--- config.mk ---
export PLATFORM = sky130hd
export DESIGN_NAME = hbc_ctrl_regs
export DESIGN_NICKNAME = d
export VERILOG_FILES = /design/src/hbc_pkg.sv /design/src/hbc_spi_rx.sv /design/src/hbc_ctrl_regs.sv
export SDC_FILE = /design/constraint.sdc
export NUM_CORES = 1
export LEC_CHECK = 0
export ABC_AREA = 1
export CAP_MARGIN = 10
export CORE_AREA = 2 2 254 256
export CTS_CLUSTER_DIAMETER = 30
export DETAILED_ROUTE_END_ITERATION = 8
export DIE_AREA = 0 0 256 258
export DONT_BUFFER_PORTS = 1
export GPL_TIMING_DRIVEN = 0
export PLACE_DENSITY_LB_ADDON = 0.3
export SYNTH_ARGS = -nofsm -noshare
export SYNTH_HDL_FRONTEND = slang
export SYNTH_SLANG_ARGS = --single-unit
--- constraint.sdc ---
create_clock -name mclk_i -period 18.7 [get_ports mclk_i]
set_clock_uncertainty 0.05 [all_clocks]
set_input_delay 4.675 -clock mclk_i [delete_from_list [all_inputs] [get_ports mclk_i]]
set_output_delay 4.675 -clock mclk_i [all_outputs]
set_load 0.005 [all_outputs]
--- src/hbc_pkg.sv ---
/*
  constants for the half-bridge control register bank: frame layout,
  register addresses, field positions, reset values and timing counts.
  assumes a 20 MHz system clock.
*/
package hbc_pkg;
  // ----------------------------------------
  // frame layout
  // ----------------------------------------
  localparam int FRAME_W = 16;
  localparam int DATA_W = 11;
  localparam int ADDR_W = 4;
  localparam int ADDR_LSB = 12;
  localparam int WDOG_BIT = 11;
  localparam int BANK_BIT = 10;
  localparam int CHANNELS = 7;
  localparam int CNT_W = 8;
  // ----------------------------------------
  // register addresses
  // ----------------------------------------
  localparam logic [3:0] ADDR_MODE = 4'h1;
  localparam logic [3:0] ADDR_PULSE_EN = 4'h2;
  localparam logic [3:0] ADDR_PULSE_SRC = 4'h3;
  localparam logic [3:0] ADDR_CAL = 4'h4;
  localparam logic [3:0] ADDR_CFG_FIRST = 4'h5;
  localparam logic [3:0] ADDR_CFG_LAST = 4'hB;
  // ----------------------------------------
  // field positions
  // ----------------------------------------
  localparam int GATE_DRIVE_ENABLE_BIT = 10;
  localparam int PUMP_BIT = 9;
  localparam int WD_SEL_BIT = 8;
  localparam int SPLIT_BIT = 7;
  localparam int SRC_LOW_CH = 5;
  localparam int CAL_DLY_LSB = 7;
  localparam int CAL_PC_LSB = 3;
  localparam int CAL_SEL_LSB = 0;
  localparam int BLANK_LSB = 8;
  localparam int IFALL_LSB = 5;
  localparam int IRISE_LSB = 2;
  localparam int TPC_LSB = 0;
  // ----------------------------------------
  // reset values
  // ----------------------------------------
  localparam logic [10:0] RST_WORD = 11'h000;
  localparam logic [9:0] RST_CFG = 10'h000;
  // ----------------------------------------
  // timing
  // ----------------------------------------
  localparam int CLK_HZ = 20_000_000;
  localparam int CLK_PERIOD_NS = 50;
  localparam int WD_SHORT_MS = 25;
  localparam int WD_LONG_MS = 500;
  localparam int WD_SHORT_CYC = WD_SHORT_MS * (CLK_HZ / 1000);
  localparam int WD_LONG_CYC = WD_LONG_MS * (CLK_HZ / 1000);
  localparam int CAL_DLY_BASE_NS = 350;
  localparam int CAL_DLY_STEP_NS = 200;
  localparam int CAL_PC_BASE_NS = 50;
  localparam int CAL_PC_STEP_NS = 100;
  localparam int BLANK_BASE_NS = 1000;
  localparam int BLANK_STEP_NS = 1000;
  localparam int TPC_BASE_NS = 100;
  localparam int TPC_STEP_NS = 100;
endpackage : hbc_pkg

--- src/hbc_spi_rx.sv ---
/*
  serial frame port: 16-bit frames, msb first, sampled on falling sclk,
  answer shifted on rising sclk while chip select is low.
  assumes sclk, cs_n and mosi are asynchronous pins; sclk well below
  a quarter of mclk.
*/
`timescale 1ns/1ps
module hbc_spi_rx (
  // clock and reset
  input wire logic mclk_i,
  input wire logic rst_n_i,
  // serial pins
  input wire logic sclk_i,
  input wire logic cs_n_i,
  input wire logic mosi_i,
  output logic miso_o,
  output logic miso_oe_o,
  // frame side
  input wire logic [15:0] tx_word_i,
  output logic frame_valid_o,
  output logic [15:0] frame_o
);
  // ----------------------------------------
  // pin synchronisers
  // ----------------------------------------
  logic [2:0] sync1;
  logic [2:0] sync2;
  logic sclk_q;
  logic cs_q;
  logic [15:0] shift_in;
  logic [15:0] shift_out;
  logic [4:0] bit_cnt;
  logic valid;
  logic [15:0] frame;
  logic [15:0] next_shift_in;
  logic [15:0] next_shift_out;
  logic [4:0] next_bit_cnt;
  logic next_valid;
  logic [15:0] next_frame;
  logic sclk_s;
  logic cs_s;
  logic mosi_s;

  assign sclk_s = sync2[0];
  assign cs_s = sync2[1];
  assign mosi_s = sync2[2];

  always_ff @(posedge mclk_i or negedge rst_n_i) begin
    if (!rst_n_i) begin
      sync1 <= 3'h2;
      sync2 <= 3'h2;
    end else begin
      sync1 <= {mosi_i, cs_n_i, sclk_i};
      sync2 <= sync1;
    end
  end

  // ----------------------------------------
  // shifting
  // ----------------------------------------
  always_comb begin
    next_shift_in = shift_in;
    next_shift_out = shift_out;
    next_bit_cnt = bit_cnt;
    next_valid = 1'b0;
    next_frame = frame;
    if (cs_q && !cs_s) begin
      next_bit_cnt = 5'h00;
      next_shift_out = tx_word_i;
    end else if (!cs_s) begin
      if (sclk_q && !sclk_s) begin
        next_shift_in = {shift_in[14:0], mosi_s};
        if (bit_cnt != 5'h1F) begin
          next_bit_cnt = bit_cnt + 5'h01;
        end
      end
      // second rising edge presents bit 14; bit 15 shows from select until then
      if (!sclk_q && sclk_s && bit_cnt != 5'h00) begin
        next_shift_out = {shift_out[14:0], 1'b0};
      end
    end
    // frames of any other length are dropped whole
    if (!cs_q && cs_s && bit_cnt == 5'h10) begin
      next_valid = 1'b1;
      next_frame = shift_in;
    end
  end

  always_ff @(posedge mclk_i or negedge rst_n_i) begin
    if (!rst_n_i) begin
      sclk_q <= 1'b0;
      cs_q <= 1'b1;
      shift_in <= 16'h0000;
      shift_out <= 16'h0000;
      bit_cnt <= 5'h00;
      valid <= 1'b0;
      frame <= 16'h0000;
    end else begin
      sclk_q <= sclk_s;
      cs_q <= cs_s;
      shift_in <= next_shift_in;
      shift_out <= next_shift_out;
      bit_cnt <= next_bit_cnt;
      valid <= next_valid;
      frame <= next_frame;
    end
  end

  assign miso_o = shift_out[15];
  assign miso_oe_o = !cs_q;
  assign frame_valid_o = valid;
  assign frame_o = frame;
endmodule : hbc_spi_rx

--- src/hbc_ctrl_regs.sv ---
/*
  control register bank of a seven-channel half-bridge pre-driver,
  written by 16-bit serial frames; drives gate on/off commands,
  pump switch, watchdog and calibration/configuration timing counts.
  assumes pulse inputs are asynchronous pins and the channel output
  enables come from same-clock logic.
*/
`timescale 1ns/1ps
module hbc_ctrl_regs #(
  parameter int WD_SHORT = hbc_pkg::WD_SHORT_CYC,
  parameter int WD_LONG = hbc_pkg::WD_LONG_CYC
) (
  // clock and reset
  input wire logic mclk_i,
  input wire logic nrst_i,
  // serial pins
  input wire logic sclk_i,
  input wire logic cs_n_i,
  input wire logic mosi_i,
  output logic miso_o,
  output logic miso_oe_o,
  // pulse inputs and channel enables
  input wire logic [3:0] pulse_input_i,
  input wire logic [6:0] channel_output_enable_i,
  // gate stage
  output logic gate_drive_enable_o,
  output logic switched_pump_pin_o,
  output logic switched_pump_pin_oe_o,
  output logic channel7_split_select_o,
  output logic [6:0] high_gate_on_o,
  output logic [6:0] low_gate_on_o,
  // watchdog
  output logic watchdog_timeout_o,
  // calibration
  output logic [6:0] cal_channel_o,
  output logic [7:0] cal_delay_cycles_o,
  output logic [7:0] cal_precharge_cycles_o,
  // per-channel timing, channel n at bits 8n+7:8n, currents at 3n+2:3n
  output logic [55:0] blanking_cycles_o,
  output logic [55:0] precharge_cycles_o,
  output logic [20:0] fall_precharge_current_o,
  output logic [20:0] rise_precharge_current_o
);
  // ----------------------------------------
  // helpers
  // ----------------------------------------
  function automatic logic [7:0] code_cycles(input int base_ns,
                                             input int step_ns,
                                             input logic [3:0] code);
    int ns;
    ns = base_ns + step_ns * int'(code);
    code_cycles = 8'((ns + hbc_pkg::CLK_PERIOD_NS - 1)
                     / hbc_pkg::CLK_PERIOD_NS);
  endfunction : code_cycles

  // ----------------------------------------
  // reset release and pin sync
  // ----------------------------------------
  logic [1:0] rst_q;
  logic rst_n;
  logic [3:0] pulse_s1;
  logic [3:0] pulse_s2;

  always_ff @(posedge mclk_i or negedge nrst_i) begin
    if (!nrst_i) begin
      rst_q <= 2'h0;
    end else begin
      rst_q <= {rst_q[0], 1'b1};
    end
  end
  assign rst_n = rst_q[1];

  always_ff @(posedge mclk_i or negedge rst_n) begin
    if (!rst_n) begin
      pulse_s1 <= 4'h0;
      pulse_s2 <= 4'h0;
    end else begin
      pulse_s1 <= pulse_input_i;
      pulse_s2 <= pulse_s1;
    end
  end

  // ----------------------------------------
  // frame port
  // ----------------------------------------
  logic frame_valid;
  logic [15:0] frame;
  logic [15:0] tx_word;
  logic [3:0] f_addr;
  logic [10:0] f_data;
  logic f_wdog;

  hbc_spi_rx u_rx (
    .mclk_i(mclk_i),
    .rst_n_i(rst_n),
    .sclk_i(sclk_i),
    .cs_n_i(cs_n_i),
    .mosi_i(mosi_i),
    .miso_o(miso_o),
    .miso_oe_o(miso_oe_o),
    .tx_word_i(tx_word),
    .frame_valid_o(frame_valid),
    .frame_o(frame)
  );

  assign f_addr = frame[hbc_pkg::ADDR_LSB +: hbc_pkg::ADDR_W];
  assign f_data = frame[hbc_pkg::DATA_W-1:0];
  assign f_wdog = frame[hbc_pkg::WDOG_BIT];

  // ----------------------------------------
  // register bank
  // ----------------------------------------
  logic [10:0] mode_reg;
  logic [6:0] pulse_en;
  logic [9:0] src_low;
  logic [3:0] src_high;
  logic [10:0] cal_reg;
  logic [9:0] cfg_a [7];
  logic [10:0] readback;
  logic [3:0] last_addr;
  logic [10:0] next_mode_reg;
  logic [6:0] next_pulse_en;
  logic [9:0] next_src_low;
  logic [3:0] next_src_high;
  logic [10:0] next_cal_reg;
  logic [9:0] next_cfg_a [7];
  logic [10:0] next_readback;
  logic [3:0] next_last_addr;

  always_comb begin
    next_mode_reg = mode_reg;
    next_pulse_en = pulse_en;
    next_src_low = src_low;
    next_src_high = src_high;
    next_cal_reg = cal_reg;
    next_cfg_a = cfg_a;
    next_readback = readback;
    next_last_addr = last_addr;
    if (frame_valid) begin
      next_last_addr = f_addr;
      next_readback = f_data;
      if (f_addr == hbc_pkg::ADDR_MODE) begin
        next_mode_reg = f_data;
      end else if (f_addr == hbc_pkg::ADDR_PULSE_EN) begin
        next_pulse_en = f_data[6:0]; // bits 10:7 ignored
      end else if (f_addr == hbc_pkg::ADDR_PULSE_SRC) begin
        if (!f_data[hbc_pkg::BANK_BIT]) begin
          next_src_low = f_data[9:0];
        end else begin
          next_src_high = f_data[3:0];
        end
      end else if (f_addr == hbc_pkg::ADDR_CAL) begin
        next_cal_reg = f_data;
      end else if (f_addr >= hbc_pkg::ADDR_CFG_FIRST &&
                   f_addr <= hbc_pkg::ADDR_CFG_LAST &&
                   !f_data[hbc_pkg::BANK_BIT]) begin
        // second config word lives elsewhere; only bank 0 stored here
        next_cfg_a[3'(f_addr - hbc_pkg::ADDR_CFG_FIRST)] = f_data[9:0];
      end
    end
  end

  always_ff @(posedge mclk_i or negedge rst_n) begin
    if (!rst_n) begin
      mode_reg <= hbc_pkg::RST_WORD;
      pulse_en <= 7'h00;
      src_low <= 10'h000;
      src_high <= 4'h0;
      cal_reg <= hbc_pkg::RST_WORD;
      for (int i = 0; i < hbc_pkg::CHANNELS; i++) begin
        cfg_a[i] <= hbc_pkg::RST_CFG;
      end
      readback <= hbc_pkg::RST_WORD;
      last_addr <= 4'h0;
    end else begin
      mode_reg <= next_mode_reg;
      pulse_en <= next_pulse_en;
      src_low <= next_src_low;
      src_high <= next_src_high;
      cal_reg <= next_cal_reg;
      cfg_a <= next_cfg_a;
      readback <= next_readback;
      last_addr <= next_last_addr;
    end
  end

  // ----------------------------------------
  // watchdog: a frame whose watchdog bit toggles restarts the count
  // ----------------------------------------
  logic [23:0] wd_cnt;
  logic wd_last;
  logic wd_expired;
  logic [23:0] next_wd_cnt;
  logic next_wd_last;
  logic next_wd_expired;
  logic [23:0] wd_limit;

  assign wd_limit = mode_reg[hbc_pkg::WD_SEL_BIT] ? 24'(WD_LONG - 1)
                                                  : 24'(WD_SHORT - 1);

  always_comb begin
    next_wd_cnt = wd_cnt;
    next_wd_last = wd_last;
    next_wd_expired = wd_expired;
    if (frame_valid && f_wdog != wd_last) begin
      next_wd_cnt = 24'h000000;
      next_wd_last = f_wdog;
      next_wd_expired = 1'b0;
    end else if (wd_cnt >= wd_limit) begin
      next_wd_expired = 1'b1;
    end else begin
      next_wd_cnt = wd_cnt + 24'h000001;
    end
  end

  always_ff @(posedge mclk_i or negedge rst_n) begin
    if (!rst_n) begin
      wd_cnt <= 24'h000000;
      wd_last <= 1'b0;
      wd_expired <= 1'b0;
    end else begin
      wd_cnt <= next_wd_cnt;
      wd_last <= next_wd_last;
      wd_expired <= next_wd_expired;
    end
  end

  // ----------------------------------------
  // gate commands
  // ----------------------------------------
  logic [13:0] src_all;
  logic [6:0] next_high;
  logic [6:0] next_low;
  logic [6:0] high_q;
  logic [6:0] low_q;
  logic gate_drive_enable;

  assign src_all = {src_high, src_low};
  assign gate_drive_enable = mode_reg[hbc_pkg::GATE_DRIVE_ENABLE_BIT];

  always_comb begin
    logic drive;
    drive = 1'b0;
    next_high = 7'h00;
    next_low = 7'h00;
    for (int c = 0; c < hbc_pkg::CHANNELS; c++) begin
      drive = !pulse_en[c] || pulse_s2[src_all[2*c +: 2]];
      // host keeps enables low while retuning, so no glitch guard here
      drive = drive && gate_drive_enable && channel_output_enable_i[c];
      if (c == hbc_pkg::CHANNELS - 1 && mode_reg[hbc_pkg::SPLIT_BIT]) begin
        next_high[c] = drive;
        next_low[c] = drive;
      end else begin
        next_high[c] = drive && mode_reg[c];
        next_low[c] = drive && !mode_reg[c];
      end
    end
  end

  always_ff @(posedge mclk_i or negedge rst_n) begin
    if (!rst_n) begin
      high_q <= 7'h00;
      low_q <= 7'h00;
    end else begin
      high_q <= next_high;
      low_q <= next_low;
    end
  end

  // ----------------------------------------
  // calibration and channel timing
  // ----------------------------------------
  always_comb begin
    logic [2:0] sel;
    sel = cal_reg[hbc_pkg::CAL_SEL_LSB +: 3];
    cal_channel_o = 7'h00;
    if (sel != 3'h0) begin
      cal_channel_o[3'(sel - 3'h1)] = 1'b1;
    end
  end

  assign cal_delay_cycles_o = code_cycles(hbc_pkg::CAL_DLY_BASE_NS,
    hbc_pkg::CAL_DLY_STEP_NS, cal_reg[hbc_pkg::CAL_DLY_LSB +: 4]);
  assign cal_precharge_cycles_o = code_cycles(hbc_pkg::CAL_PC_BASE_NS,
    hbc_pkg::CAL_PC_STEP_NS, cal_reg[hbc_pkg::CAL_PC_LSB +: 4]);

  always_comb begin
    for (int c = 0; c < hbc_pkg::CHANNELS; c++) begin
      blanking_cycles_o[8*c +: 8] = code_cycles(hbc_pkg::BLANK_BASE_NS,
        hbc_pkg::BLANK_STEP_NS, {2'h0, cfg_a[c][hbc_pkg::BLANK_LSB +: 2]});
      // duration steps are host-paced one code at a time
      precharge_cycles_o[8*c +: 8] = code_cycles(hbc_pkg::TPC_BASE_NS,
        hbc_pkg::TPC_STEP_NS, {2'h0, cfg_a[c][hbc_pkg::TPC_LSB +: 2]});
      fall_precharge_current_o[3*c +: 3] = cfg_a[c][hbc_pkg::IFALL_LSB +: 3];
      rise_precharge_current_o[3*c +: 3] = cfg_a[c][hbc_pkg::IRISE_LSB +: 3];
    end
  end

  // ----------------------------------------
  // outputs
  // ----------------------------------------
  assign tx_word = {last_addr, wd_expired, readback};
  assign gate_drive_enable_o = gate_drive_enable;
  assign switched_pump_pin_o = 1'b1;
  assign switched_pump_pin_oe_o = mode_reg[hbc_pkg::PUMP_BIT] && gate_drive_enable;
  assign channel7_split_select_o = mode_reg[hbc_pkg::SPLIT_BIT];
  assign high_gate_on_o = high_q;
  assign low_gate_on_o = low_q;
  assign watchdog_timeout_o = wd_expired;
endmodule : hbc_ctrl_regs

==> impl_metrics.toml <==
[outcome]
run_status = "completed"

[yosys]
synth_top_family_by_area = "simple AND/OR/NAND/NOR gates"
async_flop_share = 1.000
syn-cell-area_mm2 = 0.02131
ys.flop_type = "dfrtp_1"
synth_xor_area_frac = 0.03036
synthMuxAreaShare = 0.001057
netlist_instances = 3034
yosys.area_share.simple = 0.2871
synth.distinct_cells = 68
synth-seq-area-share = 0.2820
synth_warnings = 0
synth_compound_area_frac = 0.1423
synthAdderAreaFrac = 0.1375
synth_edf_count = 0
avgSynthCellArea_um2 = 7.023
ys_ff_latch = 240

[sta]
fmaxAchievable_ghz = 0.08191
period_share = 0.6528
rsz0062_at_grt = "no"
setup_viol = 0
fin_tns_setup_ns = 0
period_minus_slack_ns = 12.21
worst_pin_slew_ns = 1.092
finalHoldViolations = 0
slew-limit-headroom = 0.2654
slew_violations = 0

[final_layout]
top_regs = "cfg_a: 28 flops, wd_cnt: 24 flops"
top_register = "cfg_a"
drive_above_1_share = 0.09546
largest_reg_flops = 28
nets = 3378
synthToLayoutAreaGrowth_pct = 15.12
postLayoutCoreUtil = 0.3854

[setup_path]
cp-end-kind = "output port"
cp_max_fo = 10
worstPathRequired_ns = 13.98
cpMaxStageDelayCell = "fa_1"
start_kind = "flip-flop"
arrival_ns = 7.48
slowest_delay_ns = 0.50
path_common_cell = "nand2_1"
critical_path_class = "flip-flop to output port"

[global_route]
track_usage = 0.1674
grt_first_pass_wirelength_mm = 92.21
grt_antenna_before_repair = 4
grt_max_degree = 65
grt_pass1_vias = 18226
gr-total-overflow = 0

[clock_tree]
cts_buffer_depth = 3
h-tree-depth = 2
hold_buffers = 0
clkTransAtPathRegs_ns = 0.05
cts_resized = 0
clockRootBuffer = "clkbuf_16"
cts_tree = "done"
cts_made_buffers = 56
postCtsSetupBuffers = 0
cts_sinks = 240
insertion_delay_ns = 0.58

[power_and_ir_drop]
powerDensity_mw_per_mm2 = 64.27
p_leak_nw = 12.52
p_total_w = 0.001576
ir_worst_vdd_uv = 67.38

[run]
max-cap-violations = 0

[detailed_routing]
wl_met3_mm = 2.463
wire_per_inst_um = 13.89
routed_via_density = 4.761
wl_met2_mm = 26.48
first_iter_violations = 1114
drcViolationCount = 0
drtAntennaViolNets = 0
vias = 19200
routed.top_layer = "met4"
wl_met1_mm = 25.39
finalWirelength_mm = 56.03
firstDrtPassIters = 7

[floorplan]
io_pins = 214
die_h_um = 258
start_util = 0.3348
row_count = 93
coreArea_mm2 = 0.06365
die_area_mm2 = 0.06605
die_w_um = 256

[placement]
dp_hpwl_mm = 43.50
portBuffers = 0
gp_congestion = 0.8637

[hold_path]
hold_class = "flip-flop to flip-flop"
==> cell families (layout without fill, tap and decap cells) <==
family	Yosys count	count (layout)
adder cells (fa/ha/maj)	233	233
AND/OR/NAND/NOR	1349	1349
multiplexers	2	2
XOR/XNOR	73	73
flip-flops	240	240
AO/OA/AOI/OAI	536	536
buffers and inverters	599	705
other	2	40
==> layer usage <==
| metal | vias to the layer above | track usage |
|---|---|---|
| li1 | 9996 | - |
| met1 | 8790 | 0.2091 |
| met2 | 325 | 0.2933 |
| met3 | 89 | 0.02856 |
| met4 | 0 | 0.05296 |
| met5 | - | 0 |
==> worst max-delay path: cells and delay by family, from the launching register on <==
family	cells	cell delay, ns
simple gates	29	3.03
buf+inv	8	0.92
fa+ha+maj	6	1.83
flops	1	0.46
compound gates	2	0.48
xor+xnor	1	0.16
==> synthesized netlist by cell type (all sizes together), types with 7 or more instances <==
| cell | instances | area [µm²] |
|---|---|---|
| inv | 472 | 1774 |
| clkbuf | 44 | 165.2 |
| nand3 | 180 | 1101 |
| o2111ai | 12 | 105.1 |
| nor4 | 15 | 93.84 |
| or2 | 17 | 108.9 |
| nand4 | 61 | 387.9 |
| xor2 | 60 | 533.0 |
| ha | 231 | 2890 |
| buf | 76 | 578.1 |
| o21ai | 253 | 1281 |
| o211ai | 17 | 127.6 |
| a21oi | 153 | 769.5 |
| dfrtp | 237 | 5931 |
| o31ai | 15 | 112.6 |
| clkinv | 7 | 26.28 |
| nor3 | 61 | 305.3 |
| nor2 | 365 | 1465 |
| o21bai | 7 | 63.81 |
| nand2 | 633 | 2527 |
| xnor2 | 13 | 113.9 |
| a31oi | 39 | 244.0 |
| nand3b | 10 | 75.07 |
==> area by class of cell <==
type | count | area (µm²)
diodes | 4 | 10.01
plain buffers | 120 | 743.2
clock buffers | 66 | 1509
clock inverters | 37 | 419.2
fillers | 6751 | 39120
inverters | 479 | 1800
multi-input cells | 2229 | 12880
flip-flops and latches | 240 | 6013
well taps | 855 | 1070
repair buffers | 3 | 82.58
==> layout by cell type (no fill, tap or decap), drive strengths merged, types with 3 or more instances in the layout <==
master / n
a211oi: 4
a21oi: 153
a221oi: 3
a31o: 4
a31oi: 39
a32oi: 3
buf: 79
bufinv: 5
clkbuf: 110
clkinv: 19
clkinvlp: 11
conb: 36
dfrtp: 237
dfstp: 3
diode: 4
ha: 231
inv: 481
nand2: 633
nand3: 180
nand3b: 10
nand4: 61
nor2: 365
nor3: 61
nor3b: 5
nor4: 15
o2111ai: 12
o211ai: 17
o21ai: 253
o21bai: 7
o22ai: 5
o311ai: 4
o31ai: 15
or2: 17
xnor2: 13
xor2: 60
==> worst paths after layout <==
kind / slack [ns] / to / depth (start not counted) / startpoint
setup / recovery: 6.49 / cal_delay_cycles_o[0] / 46 / cal_reg[7]
hold / removal: 0.29 / pulse_s2[1] / 0 / pulse_s1[1]
setup reg to reg: 14.36 / wd_cnt[20] / 24 / mode_reg[8]
hold reg to reg: 0.29 / pulse_s2[1] / 0 / pulse_s1[1]
max in group asynchronous: 14.74 / rst_q[1] / 0 / nrst_i
min in group asynchronous: 0.35 / u_rx.sync1[0] / 0 / rst_q[1]
==> power by group <==
part | internal [W] | total [W] | switching, W
Combinational | 0.0000176 | 0.0000450 | 0.0000274
Clock | 0.000649 | 0.000974 | 0.000325
Sequential | 0.000541 | 0.000557 | 0.0000157
==> stage by stage <==
stage          area, µm²  setup WS (ns)  hold slack, ns  std cells
6_report           24530          6.492          0.2907       4033
5_1_grt            24530          5.670          0.2992       4033
4_1_cts            24520          6.353          0.2939       4029
3_5_place_dp       22590          6.997          0.2858       3926
3_3_place_gp       22510          6.966          0.2820       3923
2_1_floorplan      21440          7.872          0.2812       3068
(Power assumes the default switching activity.)
